`config.mk`:
```
export PLATFORM = sky130hd
export DESIGN_NAME = cirp_port
export DESIGN_NICKNAME = d
export VERILOG_FILES = /design/src/core/cirp_pkg.sv /design/src/core/cirp_timing_reg.sv /design/src/core/cirp_port.sv
export SDC_FILE = /design/constraint.sdc
export NUM_CORES = 1
export LEC_CHECK = 0
export ABC_AREA = 1
export ABC_CLOCK_PERIOD_IN_PS = 1900
export BUFFER_PORTS_ARGS = -buffer_cell sky130_fd_sc_hd__buf_2
export CORE_UTILIZATION = 40
export CTS_CLUSTER_DIAMETER = 40
export CTS_CLUSTER_SIZE = 10
export DETAILED_ROUTE_END_ITERATION = 16
export GPL_TIMING_DRIVEN = 0
export HOLD_SLACK_MARGIN = 0.12
export MAX_ROUTING_LAYER = met4
export PLACE_DENSITY = 0.65
export SLEW_MARGIN = 15
export SYNTH_ARGS = -nofsm -noshare
export SYNTH_HDL_FRONTEND = slang
export SYNTH_SLANG_ARGS = --single-unit
```
`constraint.sdc`:
```
create_clock -name clock -period 1.9 [get_ports clock]
set_input_delay 0.57 -clock clock [delete_from_list [all_inputs] [get_ports clock]]
set_output_delay 0.57 -clock clock [all_outputs]
set_load 0.01 [all_outputs]
```
`src/core/cirp_pkg.sv`:
```
// constants for the indexed controller register port
// assumes an 8-bit special-function bus on page 1 and a 16-bit indexed controller bus
// Notes on behaviour
// - index pointer selects controller register
// - data byte pair forms 16-bit window
// - low write increments pointer in interface ranges
// - irq flag bit 4, read-only
// - flag reads one while interrupt pending
// - flag follows controller, clears by hardware
// - control/test/status reachable directly and indexed
// - decode data low, test, control addresses
// - control 0x00 reset 0x0001, status, timing
// - timing writes need config change enable
`default_nettype none
package cirp_pkg;
  localparam logic [7:0]  SFR_DATA_LOW    = 8'hd8;
  localparam logic [7:0]  SFR_DATA_HIGH   = 8'hd9;
  localparam logic [7:0]  SFR_INDEX       = 8'hda;
  localparam logic [7:0]  SFR_TEST        = 8'hdb;
  localparam logic [7:0]  SFR_STATUS      = 8'hc0;
  localparam logic [7:0]  SFR_CONTROL     = 8'hf8;
  localparam logic [7:0]  SFR_PAGE_CAN    = 8'h01;
  localparam logic [7:0]  IDX_CONTROL     = 8'h00;
  localparam logic [7:0]  IDX_STATUS      = 8'h01;
  localparam logic [7:0]  IDX_BIT_TIMING  = 8'h03;
  localparam logic [7:0]  IDX_TEST        = 8'h05;
  localparam logic [7:0]  IF_A_FIRST      = 8'h08;
  localparam logic [7:0]  IF_A_LAST       = 8'h12;
  localparam logic [7:0]  IF_B_FIRST      = 8'h20;
  localparam logic [7:0]  IF_B_LAST       = 8'h2a;
  localparam int          IRQ_FLAG_BIT    = 4;
  localparam int          CCE_BIT         = 6;
  localparam logic [15:0] CONTROL_RESET   = 16'h0001;
  localparam logic [15:0] BIT_TIMING_RST  = 16'h2301;
  localparam logic [7:0]  DATA_LOW_RESET  = 8'h01;
  localparam logic [7:0]  INDEX_RESET     = 8'h00;
endpackage
`default_nettype wire

```
`src/core/cirp_timing_reg.sv`:
```
// bit timing storage, write-gated by the config change enable
// assumes commit strobe comes from the index port
`default_nettype none
module cirp_timing_reg
  import cirp_pkg::*;
(
  // clock and reset
  input  wire logic        clock,
  input  wire logic        nrst,
  // write side
  input  wire logic        wr_en,
  input  wire logic        cce,
  input  wire logic [15:0] wr_data,
  // stored value
  output logic      [15:0] value
);
  logic [15:0] value_reg;
  logic [15:0] value_next;
  // writes outside configuration mode are dropped silently
  assign value_next = (wr_en && cce) ? wr_data : value_reg;
  always_ff @(posedge clock) begin
    if (!nrst) value_reg <= BIT_TIMING_RST;
    else value_reg <= value_next;
  end
  assign value = value_reg;

  a_timing_gated: assert property (@(posedge clock) disable iff (!nrst)
    (wr_en && !cce) |=> $stable(value_reg)) else $error("timing changed without enable");
endmodule // cirp_timing_reg
`default_nettype wire

```
`src/core/cirp_port.sv`:
```
// indexed register port: special-function bus on one side, controller register bus on the other
// assumes one access per cycle, reads answered next cycle, controller read data combinational
`default_nettype none
module cirp_port
  import cirp_pkg::*;
(
  // clock and reset
  input  wire logic        clock,
  input  wire logic        nrst,
  // special-function bus
  input  wire logic [7:0]  sfr_addr,
  input  wire logic [7:0]  sfr_page,
  input  wire logic        sfr_wr,
  input  wire logic        sfr_rd,
  input  wire logic [7:0]  sfr_wdata,
  output logic      [7:0]  sfr_rdata,
  output logic             sfr_hit,
  // controller register bus
  output logic      [7:0]  ctl_index,
  output logic             ctl_wr,
  output logic      [15:0] ctl_wdata,
  input  wire logic [15:0] ctl_rdata,
  // controller interrupt summary
  input  wire logic        ctl_irq_pending,
  // configuration seen by the protocol engine
  output logic      [15:0] bit_timing,
  output logic      [7:0]  control_out
);
  logic [7:0]  index_reg,   index_next;
  logic [7:0]  high_reg,    high_next;
  logic [7:0]  low_reg,     low_next;
  logic [7:0]  control_reg, control_next;
  logic [7:0]  status_reg,  status_next;
  logic [7:0]  test_reg,    test_next;
  logic        irq_reg;
  logic [7:0]  rdata_reg,   rdata_next;
  logic        hit_reg;
  logic        wr_reg;
  logic [15:0] wword_reg;
  logic [7:0]  cidx_reg;
  logic [15:0] timing_q;

  // address decode, page 1 only
  wire on_page   = (sfr_page == SFR_PAGE_CAN);
  wire sel_low   = on_page && (sfr_addr == SFR_DATA_LOW);
  wire sel_high  = on_page && (sfr_addr == SFR_DATA_HIGH);
  wire sel_index = on_page && (sfr_addr == SFR_INDEX);
  wire sel_test  = on_page && (sfr_addr == SFR_TEST);
  wire sel_stat  = on_page && (sfr_addr == SFR_STATUS);
  wire sel_ctrl  = on_page && (sfr_addr == SFR_CONTROL);
  wire any_sel   = sel_low | sel_high | sel_index | sel_test | sel_stat | sel_ctrl;

  // commit happens on a low-byte write with the held high byte
  wire        commit   = sfr_wr && sel_low;
  wire [15:0] word_in  = {high_reg, sfr_wdata};
  wire in_if_range = ((index_reg >= IF_A_FIRST) && (index_reg <= IF_A_LAST)) ||
                     ((index_reg >= IF_B_FIRST) && (index_reg <= IF_B_LAST));

  // indexed writes landing on locally held registers
  wire idx_ctrl   = (index_reg == IDX_CONTROL);
  wire idx_stat   = (index_reg == IDX_STATUS);
  wire idx_test   = (index_reg == IDX_TEST);
  wire idx_timing = (index_reg == IDX_BIT_TIMING);

  // pointer: direct write wins, else auto advance inside interface windows
  assign index_next = (sfr_wr && sel_index) ? sfr_wdata :
                      (commit && in_if_range) ? 8'(index_reg + 8'h01) : index_reg;

  assign high_next = (sfr_wr && sel_high) ? sfr_wdata : high_reg;
  assign low_next  = commit ? sfr_wdata : low_reg;

  // control, status and test share one store for both paths; flag bit is never written
  // both paths carry the same byte, so one value serves the direct and the indexed write
  wire [7:0] ctrl_wval = sfr_wdata;
  assign control_next = ((sfr_wr && sel_ctrl) || (commit && idx_ctrl)) ?
                        ((ctrl_wval & ~(8'h01 << IRQ_FLAG_BIT)) | (control_reg & (8'h01 << IRQ_FLAG_BIT)))
                        : control_reg;
  assign status_next  = ((sfr_wr && sel_stat) || (commit && idx_stat)) ? sfr_wdata : status_reg;
  assign test_next    = ((sfr_wr && sel_test) || (commit && idx_test)) ? sfr_wdata : test_reg;

  // local registers read back locally, the rest come from the controller
  wire [15:0] idx_word = idx_ctrl   ? {8'h00, control_reg | {3'h0, irq_reg, 4'h0}} :
                         idx_stat   ? {8'h00, status_reg} :
                         idx_test   ? {8'h00, test_reg} :
                         idx_timing ? timing_q : ctl_rdata;
  assign rdata_next = sel_low   ? idx_word[7:0] :
                      sel_high  ? idx_word[15:8] :
                      sel_index ? index_reg :
                      sel_test  ? test_reg :
                      sel_stat  ? status_reg :
                      sel_ctrl  ? (control_reg | {3'h0, irq_reg, 4'h0}) : 8'h00;

  // storage
  always_ff @(posedge clock) begin
    if (!nrst) begin
      index_reg   <= INDEX_RESET;
      high_reg    <= 8'h00;
      low_reg     <= DATA_LOW_RESET;
      control_reg <= CONTROL_RESET[7:0];
      status_reg  <= 8'h00;
      test_reg    <= 8'h00;
    end else begin
      index_reg   <= index_next;
      high_reg    <= high_next;
      low_reg     <= low_next;
      control_reg <= control_next;
      status_reg  <= status_next;
      test_reg    <= test_next;
    end
  end

  // flag mirrors the controller; no software clear path exists
  always_ff @(posedge clock) begin
    if (!nrst) irq_reg <= 1'b0;
    else irq_reg <= ctl_irq_pending;
  end

  // bus answers and controller strobes, all registered
  always_ff @(posedge clock) begin
    if (!nrst) begin
      rdata_reg <= 8'h00;
      hit_reg   <= 1'b0;
      wr_reg    <= 1'b0;
      wword_reg <= 16'h0000;
      cidx_reg  <= INDEX_RESET;
    end else begin
      rdata_reg <= sfr_rd ? rdata_next : 8'h00;
      hit_reg   <= (sfr_rd || sfr_wr) && any_sel;
      wr_reg    <= commit && !(idx_ctrl || idx_stat || idx_test || idx_timing);
      wword_reg <= commit ? word_in : wword_reg;
      cidx_reg  <= index_reg;
    end
  end

  cirp_timing_reg u_timing (
    .clock   (clock),
    .nrst    (nrst),
    .wr_en   (commit && idx_timing),
    .cce     (control_reg[CCE_BIT]),
    .wr_data (word_in),
    .value   (timing_q)
  );

  assign sfr_rdata   = rdata_reg;
  assign sfr_hit     = hit_reg;
  assign ctl_index   = cidx_reg;
  assign ctl_wr      = wr_reg;
  assign ctl_wdata   = wword_reg;
  assign bit_timing  = timing_q;
  assign control_out = control_reg;

  // pointer steps by one on a low-byte write inside the interface windows
  a_index_advance: assert property (@(posedge clock) disable iff (!nrst)
    (commit && in_if_range && !(sfr_wr && sel_index)) |=> (index_reg == $past(index_reg) + 8'h01))
    else $error("pointer did not advance");
  // outside the windows a low-byte write leaves the pointer alone
  a_index_hold: assert property (@(posedge clock) disable iff (!nrst)
    (commit && !in_if_range) |=> $stable(index_reg))
    else $error("pointer moved outside range");
  // direct pointer write lands as written
  a_index_write: assert property (@(posedge clock) disable iff (!nrst)
    (sfr_wr && sel_index) |=> (index_reg == $past(sfr_wdata)))
    else $error("pointer write lost");
  // controller sees the pointer one cycle late, never a stale older one
  a_ctl_index: assert property (@(posedge clock) disable iff (!nrst)
    1'b1 |=> (ctl_index == $past(index_reg)))
    else $error("controller index wrong");
  // software can never move the flag bit of the stored control byte
  a_flag_ro: assert property (@(posedge clock) disable iff (!nrst)
    (sfr_wr && sel_ctrl) |=> (control_reg[IRQ_FLAG_BIT] == $past(control_reg[IRQ_FLAG_BIT])))
    else $error("flag bit written");
  // the other control bits take the written byte
  a_ctrl_direct: assert property (@(posedge clock) disable iff (!nrst)
    (sfr_wr && sel_ctrl) |=> (control_reg == (($past(sfr_wdata) & ~(8'h01 << IRQ_FLAG_BIT)) |
                                              ($past(control_reg) & (8'h01 << IRQ_FLAG_BIT)))))
    else $error("control write wrong");
  // flag reads back what the controller reported
  a_flag_read: assert property (@(posedge clock) disable iff (!nrst)
    (sfr_rd && sel_ctrl) |=> (sfr_rdata[IRQ_FLAG_BIT] == $past(irq_reg)))
    else $error("flag read wrong");
  // flag tracks the controller level every cycle, so it clears only when the controller does
  a_flag_follow: assert property (@(posedge clock) disable iff (!nrst)
    1'b1 |=> (irq_reg == $past(ctl_irq_pending)))
    else $error("flag lost");
  // non-local indices get the full word forwarded
  a_commit_word: assert property (@(posedge clock) disable iff (!nrst)
    (commit && !idx_ctrl && !idx_stat && !idx_test && !idx_timing) |=> (ctl_wr && ctl_wdata == $past(word_in)))
    else $error("word not committed");
  // local indices stay inside the port
  a_local_quiet: assert property (@(posedge clock) disable iff (!nrst)
    (commit && (idx_ctrl || idx_stat || idx_test || idx_timing)) |=> !ctl_wr)
    else $error("local write forwarded");
  // high byte is captured and then held until rewritten
  a_high_held: assert property (@(posedge clock) disable iff (!nrst)
    (sfr_wr && sel_high) |=> (high_reg == $past(sfr_wdata)))
    else $error("high byte not captured");
  a_high_stay: assert property (@(posedge clock) disable iff (!nrst)
    !(sfr_wr && sel_high) |=> $stable(high_reg))
    else $error("high byte drifted");
  // indexed and direct test writes reach one store
  a_shared_store: assert property (@(posedge clock) disable iff (!nrst)
    (commit && idx_test) |=> (test_reg == $past(sfr_wdata)))
    else $error("indexed test write lost");
  a_status_direct: assert property (@(posedge clock) disable iff (!nrst)
    (sfr_wr && sel_stat) |=> (status_reg == $past(sfr_wdata)))
    else $error("status write lost");
  a_status_read: assert property (@(posedge clock) disable iff (!nrst)
    (sfr_rd && sel_stat) |=> (sfr_rdata == $past(status_reg)))
    else $error("status read wrong");
  a_test_read: assert property (@(posedge clock) disable iff (!nrst)
    (sfr_rd && sel_test) |=> (sfr_rdata == $past(test_reg)))
    else $error("test read wrong");
  // low-byte address decodes on page 1
  a_decode_low: assert property (@(posedge clock) disable iff (!nrst)
    (sfr_wr && sfr_page == SFR_PAGE_CAN && sfr_addr == 8'hd8) |=> (low_reg == $past(sfr_wdata)))
    else $error("low byte decode wrong");
  // every decoded access answers with a hit pulse, anything else stays quiet
  a_hit_pulse: assert property (@(posedge clock) disable iff (!nrst)
    ((sfr_rd || sfr_wr) && any_sel) |=> sfr_hit)
    else $error("hit missing");
  a_miss_quiet: assert property (@(posedge clock) disable iff (!nrst)
    !((sfr_rd || sfr_wr) && any_sel) |=> !sfr_hit)
    else $error("hit without access");
  // read data is zero except in the cycle after a read, so a stale byte cannot be taken
  a_read_idle: assert property (@(posedge clock) disable iff (!nrst)
    !sfr_rd |=> (sfr_rdata == 8'h00))
    else $error("read data not idle");
  a_index_read: assert property (@(posedge clock) disable iff (!nrst)
    (sfr_rd && sel_index) |=> (sfr_rdata == $past(index_reg)))
    else $error("pointer read wrong");
endmodule // cirp_port
`default_nettype wire

```
==> results of run 1 <==
## critical path, cell delays in order, from the launching register on
cell,delay (ns)
dfxtp_1,0.30
buf_2,0.21
inv_1,0.12
nand2_1,0.07
nor2_1,0.05
nand2_2,0.15
buf_4,0.14
nand2_2,0.09
nor3_4,0.33
nand2_1,0.11
nand3_1,0.11
nand2_1,0.06
inv_1,0.04
## stage by stage
| stage | instance area (um2) | setup slack (ns) | instances | utilization, % | setup TNS [ns] |
|---|---|---|---|---|---|
| after global routing | 6110 | -0.0530 | 985 | 53.7 | -0.204 |
| after detailed placement | 5340 | -0.622 | 947 | 47.0 | -33.52 |
| final | 6110 | 0.0714 | 985 | 53.7 | 0 |
| after CTS | 5810 | -0.000923 | 969 | 51.1 | -0.000923 |
| after global placement | 5340 | -0.609 | 947 | 47.0 | -32.00 |
| after floorplan | 4660 | 0.0186 | 704 | - | 0 |
## synthesized netlist by cell type, types with 3 or more instances
master,instances
a211oi_1,8
a21oi_1,59
and2_1,3
buf_2,13
buf_4,4
clkbuf_1,12
dfxtp_1,90
ha_1,3
inv_1,77
inv_2,8
nand2_1,193
nand2_2,3
nand3_1,50
nand4_1,12
nor2_1,71
nor2_2,7
nor3_1,7
o211ai_1,11
o21ai_0,47
## power groups by stage
| stage | logic (mW) | clock network (mW) | registers [mW] |
|---|---|---|---|
| after floorplan | 0.0867 | 0 | 1.93 |
| after detailed placement | 0.206 | 0 | 1.93 |
| final | 0.234 | 1.64 | 1.89 |
| after global routing | 0.254 | 1.76 | 1.88 |
| after global placement | 0.204 | 0 | 1.93 |
| after CTS | 0.215 | 1.67 | 1.89 |
## layout make-up
type	instances	area [um2]	share of cell area [%]
clock inverters	2	12.5	0.205
clock buffers	13	260	4.26
repair inverters	1	5.00	0.0820
plain buffers	29	183	2.99
well taps	143	179	2.93
inverters	87	338	5.53
multi-input cells	498	2640	43.2
repair buffers	122	681	11.1
flip-flops and latches	90	1810	29.7
## per-layer routing
layer | track usage (%) | part of all wire [%]
met3 | 4.76 | 7.0
met4 | 8.38 | 2.5
met1 | 37.9 | 45
met2 | 43.6 | 46
met5 | - | 0
## worst max-delay path by stage
stage               slack [ns]  cells after the start                      start                               to
floorplan                 0.02                     10                sfr_page[0]   u_timing.value[2]$_SDFFE_PN0P_
global placement         -0.61                     10                sfr_page[1]  u_timing.value[11]$_SDFFE_PN0P_
detailed placement       -0.62                     10                sfr_page[1]   u_timing.value[6]$_SDFFE_PN0P_
CTS                    -0.0009                     12  index_reg[1]$_SDFFE_PN0P_          sfr_rdata[4]$_SDFF_PN0_
global route             -0.05                     11                sfr_addr[0]          sfr_rdata[3]$_SDFF_PN0_
finish                    0.07                     12  index_reg[3]$_SDFFE_PN0P_          sfr_rdata[3]$_SDFF_PN0_
## cell families (layout without fill, tap and decap cells)
logic type | Yosys count | after routing
other | 1 | 1
AO/OA/AOI/OAI | 133 | 133
buffers and inverters | 116 | 254
AND/OR/NAND/NOR | 358 | 358
XOR/XNOR | 3 | 3
flip-flops | 90 | 90
adder cells (fa/ha/maj) | 3 | 3
## timing repair
action,4_1_cts,5_1_grt
pin swaps,9,15
setup endpoints to repair,68,69
setup buffers,7,15
cloned,0,1
resized for setup,41,66
==> results.json, run 1 <==
{
  "status": "finished clean",
  "final_cell_mix": "nand2_1 (183), buf_2 (106), dfxtp_1 (86), inv_1 (71), nor2_1 (59)",
  "cts_sinks": 90,
  "synthFlopType": "dfxtp_1",
  "finClkSkew_ns": 0.00775,
  "routedWlPerCell_um": 16.4,
  "synth_seq_cells": 90,
  "grt_pass1_wl_mm": 24.5,
  "cts_hold_buf": 0,
  "cts_buffers": 9,
  "p_per_area_nw_per_um2": 616,
  "cts_tree": "yes",
  "hold_ws_ns": 0.413,
  "io_pins": 103,
  "htree_levels": 3,
  "clk_path_buf_depth": 2,
  "dp_hpwl_mm": 12.0,
  "synth-simple-area-share_pct": 33.5,
  "dieArea_um2": 12100,
  "grt_max_degree": 14,
  "ys_seq_area_share_pct": 38.6,
  "hp-start": "ctl_irq_pending",
  "crit_fanout": 9,
  "yosysTopAreaCell": "dfxtp_1",
  "synthMuxAreaShare_pct": 0,
  "power.share.sequential_pct": 50.1,
  "wl_mm": 16.1,
  "reg2reg_from": "index_reg[3]$_SDFFE_PN0P_",
  "drive_gt1_share_pct": 27.8,
  "grt_usage_pct": 28.3,
  "reg2regPathDepth": 12,
  "worstHoldEndpoint": "irq_reg$_SDFF_PN0_",
  "fin_nets": 886,
  "arrival_ns": 2.12,
  "synth_top_family_by_area": "simple AND/OR/NAND/NOR gates",
  "hold_viol": 0,
  "dieWidth_um": 110,
  "swShare_pct": 22.9,
  "core-area_um2": 11400,
  "syn_area_um2": 4660,
  "drc_errors": 0,
  "layout_min_cycle_time_ns": 1.83,
  "ys_types": 38,
  "power_leakage_nw": 2.85,
  "row_count": 39,
  "syn2layout_area_growth_pct": 30.9,
  "viasPerCell": 5.22,
  "p_switching_uw": 860,
  "syn-num-nets": 752,
  "synthTopCellsByArea": "dfxtp_1 (39%), nand2_1 (16%), a21oi_1 (6.3%)",
  "root_buffer": "clkbuf_16",
  "async_reset_ff_share_pct": 0,
  "clk-insertion-delay-late_ns": 0.34,
  "synth_edf_count": 0,
  "rrSetupSlack_ns": 0.07,
  "max_freq_ghz": 0.547,
  "path_class": "reg2reg",
  "fin_crit_sh_pct": 96.2,
  "antenna_found_initial": 0,
  "grt_pass1_vias": 4521,
  "detail-route-antenna-nets": 0,
  "yosysTopAreaCellShare_pct": 38.6,
  "numPortBuffers": 100,
  "drv_cap": 0,
  "p_int_mw": 2.90,
  "combPwrFrac_pct": 6.2,
  "synth_xor_area_share_pct": 0.563,
  "startpoint_type": "flip-flop",
  "vias": 5145,
  "mostFrequentLayoutCell": "nand2_1",
  "setup_violations": 0,
  "nFillCells": 1122,
  "ir_worst_vdd_mv": 0.474,
  "critPathRequiredTime_ns": 2.19,
  "die-height_um": 110,
  "initial_core_util_pct": 41.0,
  "synth-adder-area-share_pct": 0.805,
  "end_kind": "flip-flop",
  "grt_overflow": 0,
  "drt-pass1-iter-count": 7,
  "drtIter0Drc": 443,
  "gp_congestion": 0.944,
  "hold_class": "in2reg",
  "synth_compound_area_share_pct": 16.4,
  "worst_pin_slew_ns": 0.661,
  "yosys_warnings": 0,
  "p_total_mw": 3.76,
  "cts.clk_slew.worst_paths_ns": 0.06,
  "relSlewSlack_pct": 56.0,
  "clkPwrFrac_pct": 43.6,
  "r2r-end": "sfr_rdata[3]$_SDFF_PN0_",
  "synth_area_per_cell_um2": 6.62,
  "holdPathStages": 3,
  "drv_slew": 0,
  "rsz0062_at_grt": "yes",
  "synth_cells": 704,
  "antenna_cells": 0
}
(Power assumes the default switching activity.)
==> run 2, diff against run 1 <==
--- a/config.mk
+++ b/config.mk
@@ -6,7 +6,6 @@
 export NUM_CORES = 1
 export LEC_CHECK = 0
 export ABC_AREA = 1
-export ABC_CLOCK_PERIOD_IN_PS = 1900
 export BUFFER_PORTS_ARGS = -buffer_cell sky130_fd_sc_hd__buf_2
 export CORE_UTILIZATION = 40
 export CTS_CLUSTER_DIAMETER = 40
@@ -15,7 +14,7 @@
 export GPL_TIMING_DRIVEN = 0
 export HOLD_SLACK_MARGIN = 0.12
 export MAX_ROUTING_LAYER = met4
-export PLACE_DENSITY = 0.65
+export PLACE_DENSITY = 0.63
 export SLEW_MARGIN = 15
 export SYNTH_ARGS = -nofsm -noshare
 export SYNTH_HDL_FRONTEND = slang
==> constraint.sdc (replaced) <==
create_clock -name clock -period 2.1 [get_ports clock]
set_input_delay 0.63 -clock clock [delete_from_list [all_inputs] [get_ports clock]]
set_output_delay 0.63 -clock clock [all_outputs]
set_load 0.01 [all_outputs]
==> run 2 against run 1 <==
Clock power down 9%. Final area down 4.0%. Power down 9.6%. Register-to-register slack better by 0.06 ns. Sequential share of layout area up 1.1 points.
==> results.json, run 2 (synthesis gave the netlist of run 1 again) <==
{
  "status": "finished clean",
  "grt_max_degree": 14,
  "hold_ws_ns": 0.461,
  "vias": 5094,
  "fin_crit_sh_pct": 96.4,
  "drv_cap": 0,
  "dieWidth_um": 110,
  "ir_worst_vdd_mv": 0.380,
  "hold_class": "in2reg",
  "fin_nets": 874,
  "grt_pass1_wl_mm": 24.2,
  "drt-pass1-iter-count": 5,
  "fin_setup_tns_ns": 0,
  "worstHoldEndpoint": "irq_reg$_SDFF_PN0_",
  "path_class": "in2reg",
  "drv_slew": 0,
  "cpPeakStageDelay_ns": 0.27,
  "syn2layout_area_growth_pct": 25.7,
  "io_pins": 103,
  "grt_overflow": 0,
  "htree_levels": 3,
  "cp_top_family": "simple AND/OR/NAND/NOR gates",
  "clk_path_buf_depth": 2,
  "crit_top_cell": "inv_2",
  "finClkSkew_ns": 0.00703,
  "wl_mm": 15.9,
  "cp_slowest_cell": "nor3_4",
  "arrival_ns": 2.30,
  "p_total_mw": 3.40,
  "grt_usage_pct": 27.9,
  "reg2regPathDepth": 13,
  "setup_violations": 0,
  "drc_errors": 0,
  "cts.clk_slew.worst_paths_ns": 0.06,
  "end_kind": "flip-flop",
  "worst-path-buf-inv": 5,
  "hp-start": "ctl_irq_pending",
  "initial_core_util_pct": 41.0,
  "cts_hold_buf": 0,
  "dieArea_um2": 12100,
  "holdPathStages": 3,
  "core-area_um2": 11400,
  "critPathRequiredTime_ns": 2.38,
  "final_cell_mix": "nand2_1 (189), buf_2 (107), dfxtp_1 (88), inv_1 (74), nor2_1 (63)",
  "worst_pin_slew_ns": 0.614,
  "mostFrequentLayoutCell": "nand2_1",
  "cts_buffers": 9,
  "clk-insertion-delay-late_ns": 0.35,
  "antenna_found_initial": 0,
  "max_freq_ghz": 0.494,
  "p_per_area_nw_per_um2": 580,
  "cts_tree": "yes",
  "rrSetupSlack_ns": 0.13,
  "row_count": 39,
  "drtIter0Drc": 388,
  "startpoint_type": "primary input",
  "rsz0062_at_grt": "yes",
  "relSlewSlack_pct": 59.0,
  "viasPerCell": 5.23,
  "power_leakage_nw": 2.75,
  "grt_pass1_vias": 4511,
  "gp_congestion": 0.932,
  "die-height_um": 110,
  "detail-route-antenna-nets": 0,
  "routedWlPerCell_um": 16.4,
  "hold_viol": 0,
  "dp_hpwl_mm": 12.0,
  "drive_gt1_share_pct": 23.8,
  "cts_sinks": 90,
  "root_buffer": "clkbuf_16",
  "antenna_cells": 0,
  "numPortBuffers": 100,
  "layout_min_cycle_time_ns": 2.02,
  "crit_start": "sfr_addr[4]",
  "crit_chain": "buf_2, inv_2, nor3_4, inv_2, nor2_2, nand2_2, nor2_8, inv_4, o21ai_4, buf_4, nand2_1, a21oi_1",
  "final_util_pct": 51.5,
  "reg2reg_from": "index_reg[4]$_SDFFE_PN0P_",
  "r2r-end": "sfr_rdata[7]$_SDFF_PN0_",
  "crit_fanout": 6
}
run 2: cell count changes in the layout (fill, tap and decap cells not counted), sizes merged:
cell / previous run / this run
buf: 140 / 127
clkinvlp: 3 / 1
clkbuf: 24 / 27
clkinv: 1 / 2
run 2: worst register-to-register path, delay by kind of cell (launching register included):
kind | cells | cell delay, ns
flops | 1 | 0.30
buf+inv | 4 | 0.43
simple gates | 9 | 1.19
run 2: stage by stage:
| stage | worst slack (ns) | cells | cell area [um2] |
|---|---|---|---|
| after floorplan | 0.159 | 704 | 4660 |
| after CTS | -0.00600 | 963 | 5640 |
| after detailed placement | -0.553 | 947 | 5340 |
| after global routing | -0.0432 | 974 | 5860 |
| after global placement | -0.522 | 947 | 5340 |
| final | 0.0751 | 974 | 5860 |
run 2: what timing repair did:
item / in CTS / in global routing
resized for setup: 7 / 59
endpoints found under the setup margin: 25 / 68
buffers inserted: 0 / 11
pin swaps: 0 / 10
run 2: worst max path at each step:
stage | slack [ns] | to | cells past startpoint
finish | 0.08 | test_reg[0]$_SDFFE_PN0P_ | 12
global route | -0.04 | sfr_rdata[7]$_SDFF_PN0_ | 13
CTS | -0.006 | sfr_rdata[1]$_SDFF_PN0_ | 10
detailed placement | -0.55 | u_timing.value[7]$_SDFFE_PN0P_ | 10
global placement | -0.52 | u_timing.value[11]$_SDFFE_PN0P_ | 10
floorplan | 0.16 | u_timing.value[2]$_SDFFE_PN0P_ | 10
run 2: routing by layer:
| layer | GRT usage, % | wire (um) |
|---|---|---|
| met2 | 44.0 | 7250 |
| met5 | - | 0 |
| met4 | 10.4 | 376 |
| met1 | 36.8 | 7170 |
| met3 | 3.35 | 1140 |
run 2: report_power, final:
group / internal (mW) / switching [mW]
combinational: 0.0573 / 0.143
sequential: 1.71 / 0.00142
clock: 0.834 / 0.657
run 2: final cells by class:
type | instances | area (um2)
Inverter | 87 | 334
Multi-Input combinational cell | 498 | 2530
Sequential cell | 90 | 1800
Clock inverter | 2 | 12.5
Clock buffer | 14 | 254
Tap cell | 143 | 179
Fill cell | 1192 | 5510
Timing Repair Buffer | 111 | 583
Buffer | 29 | 168
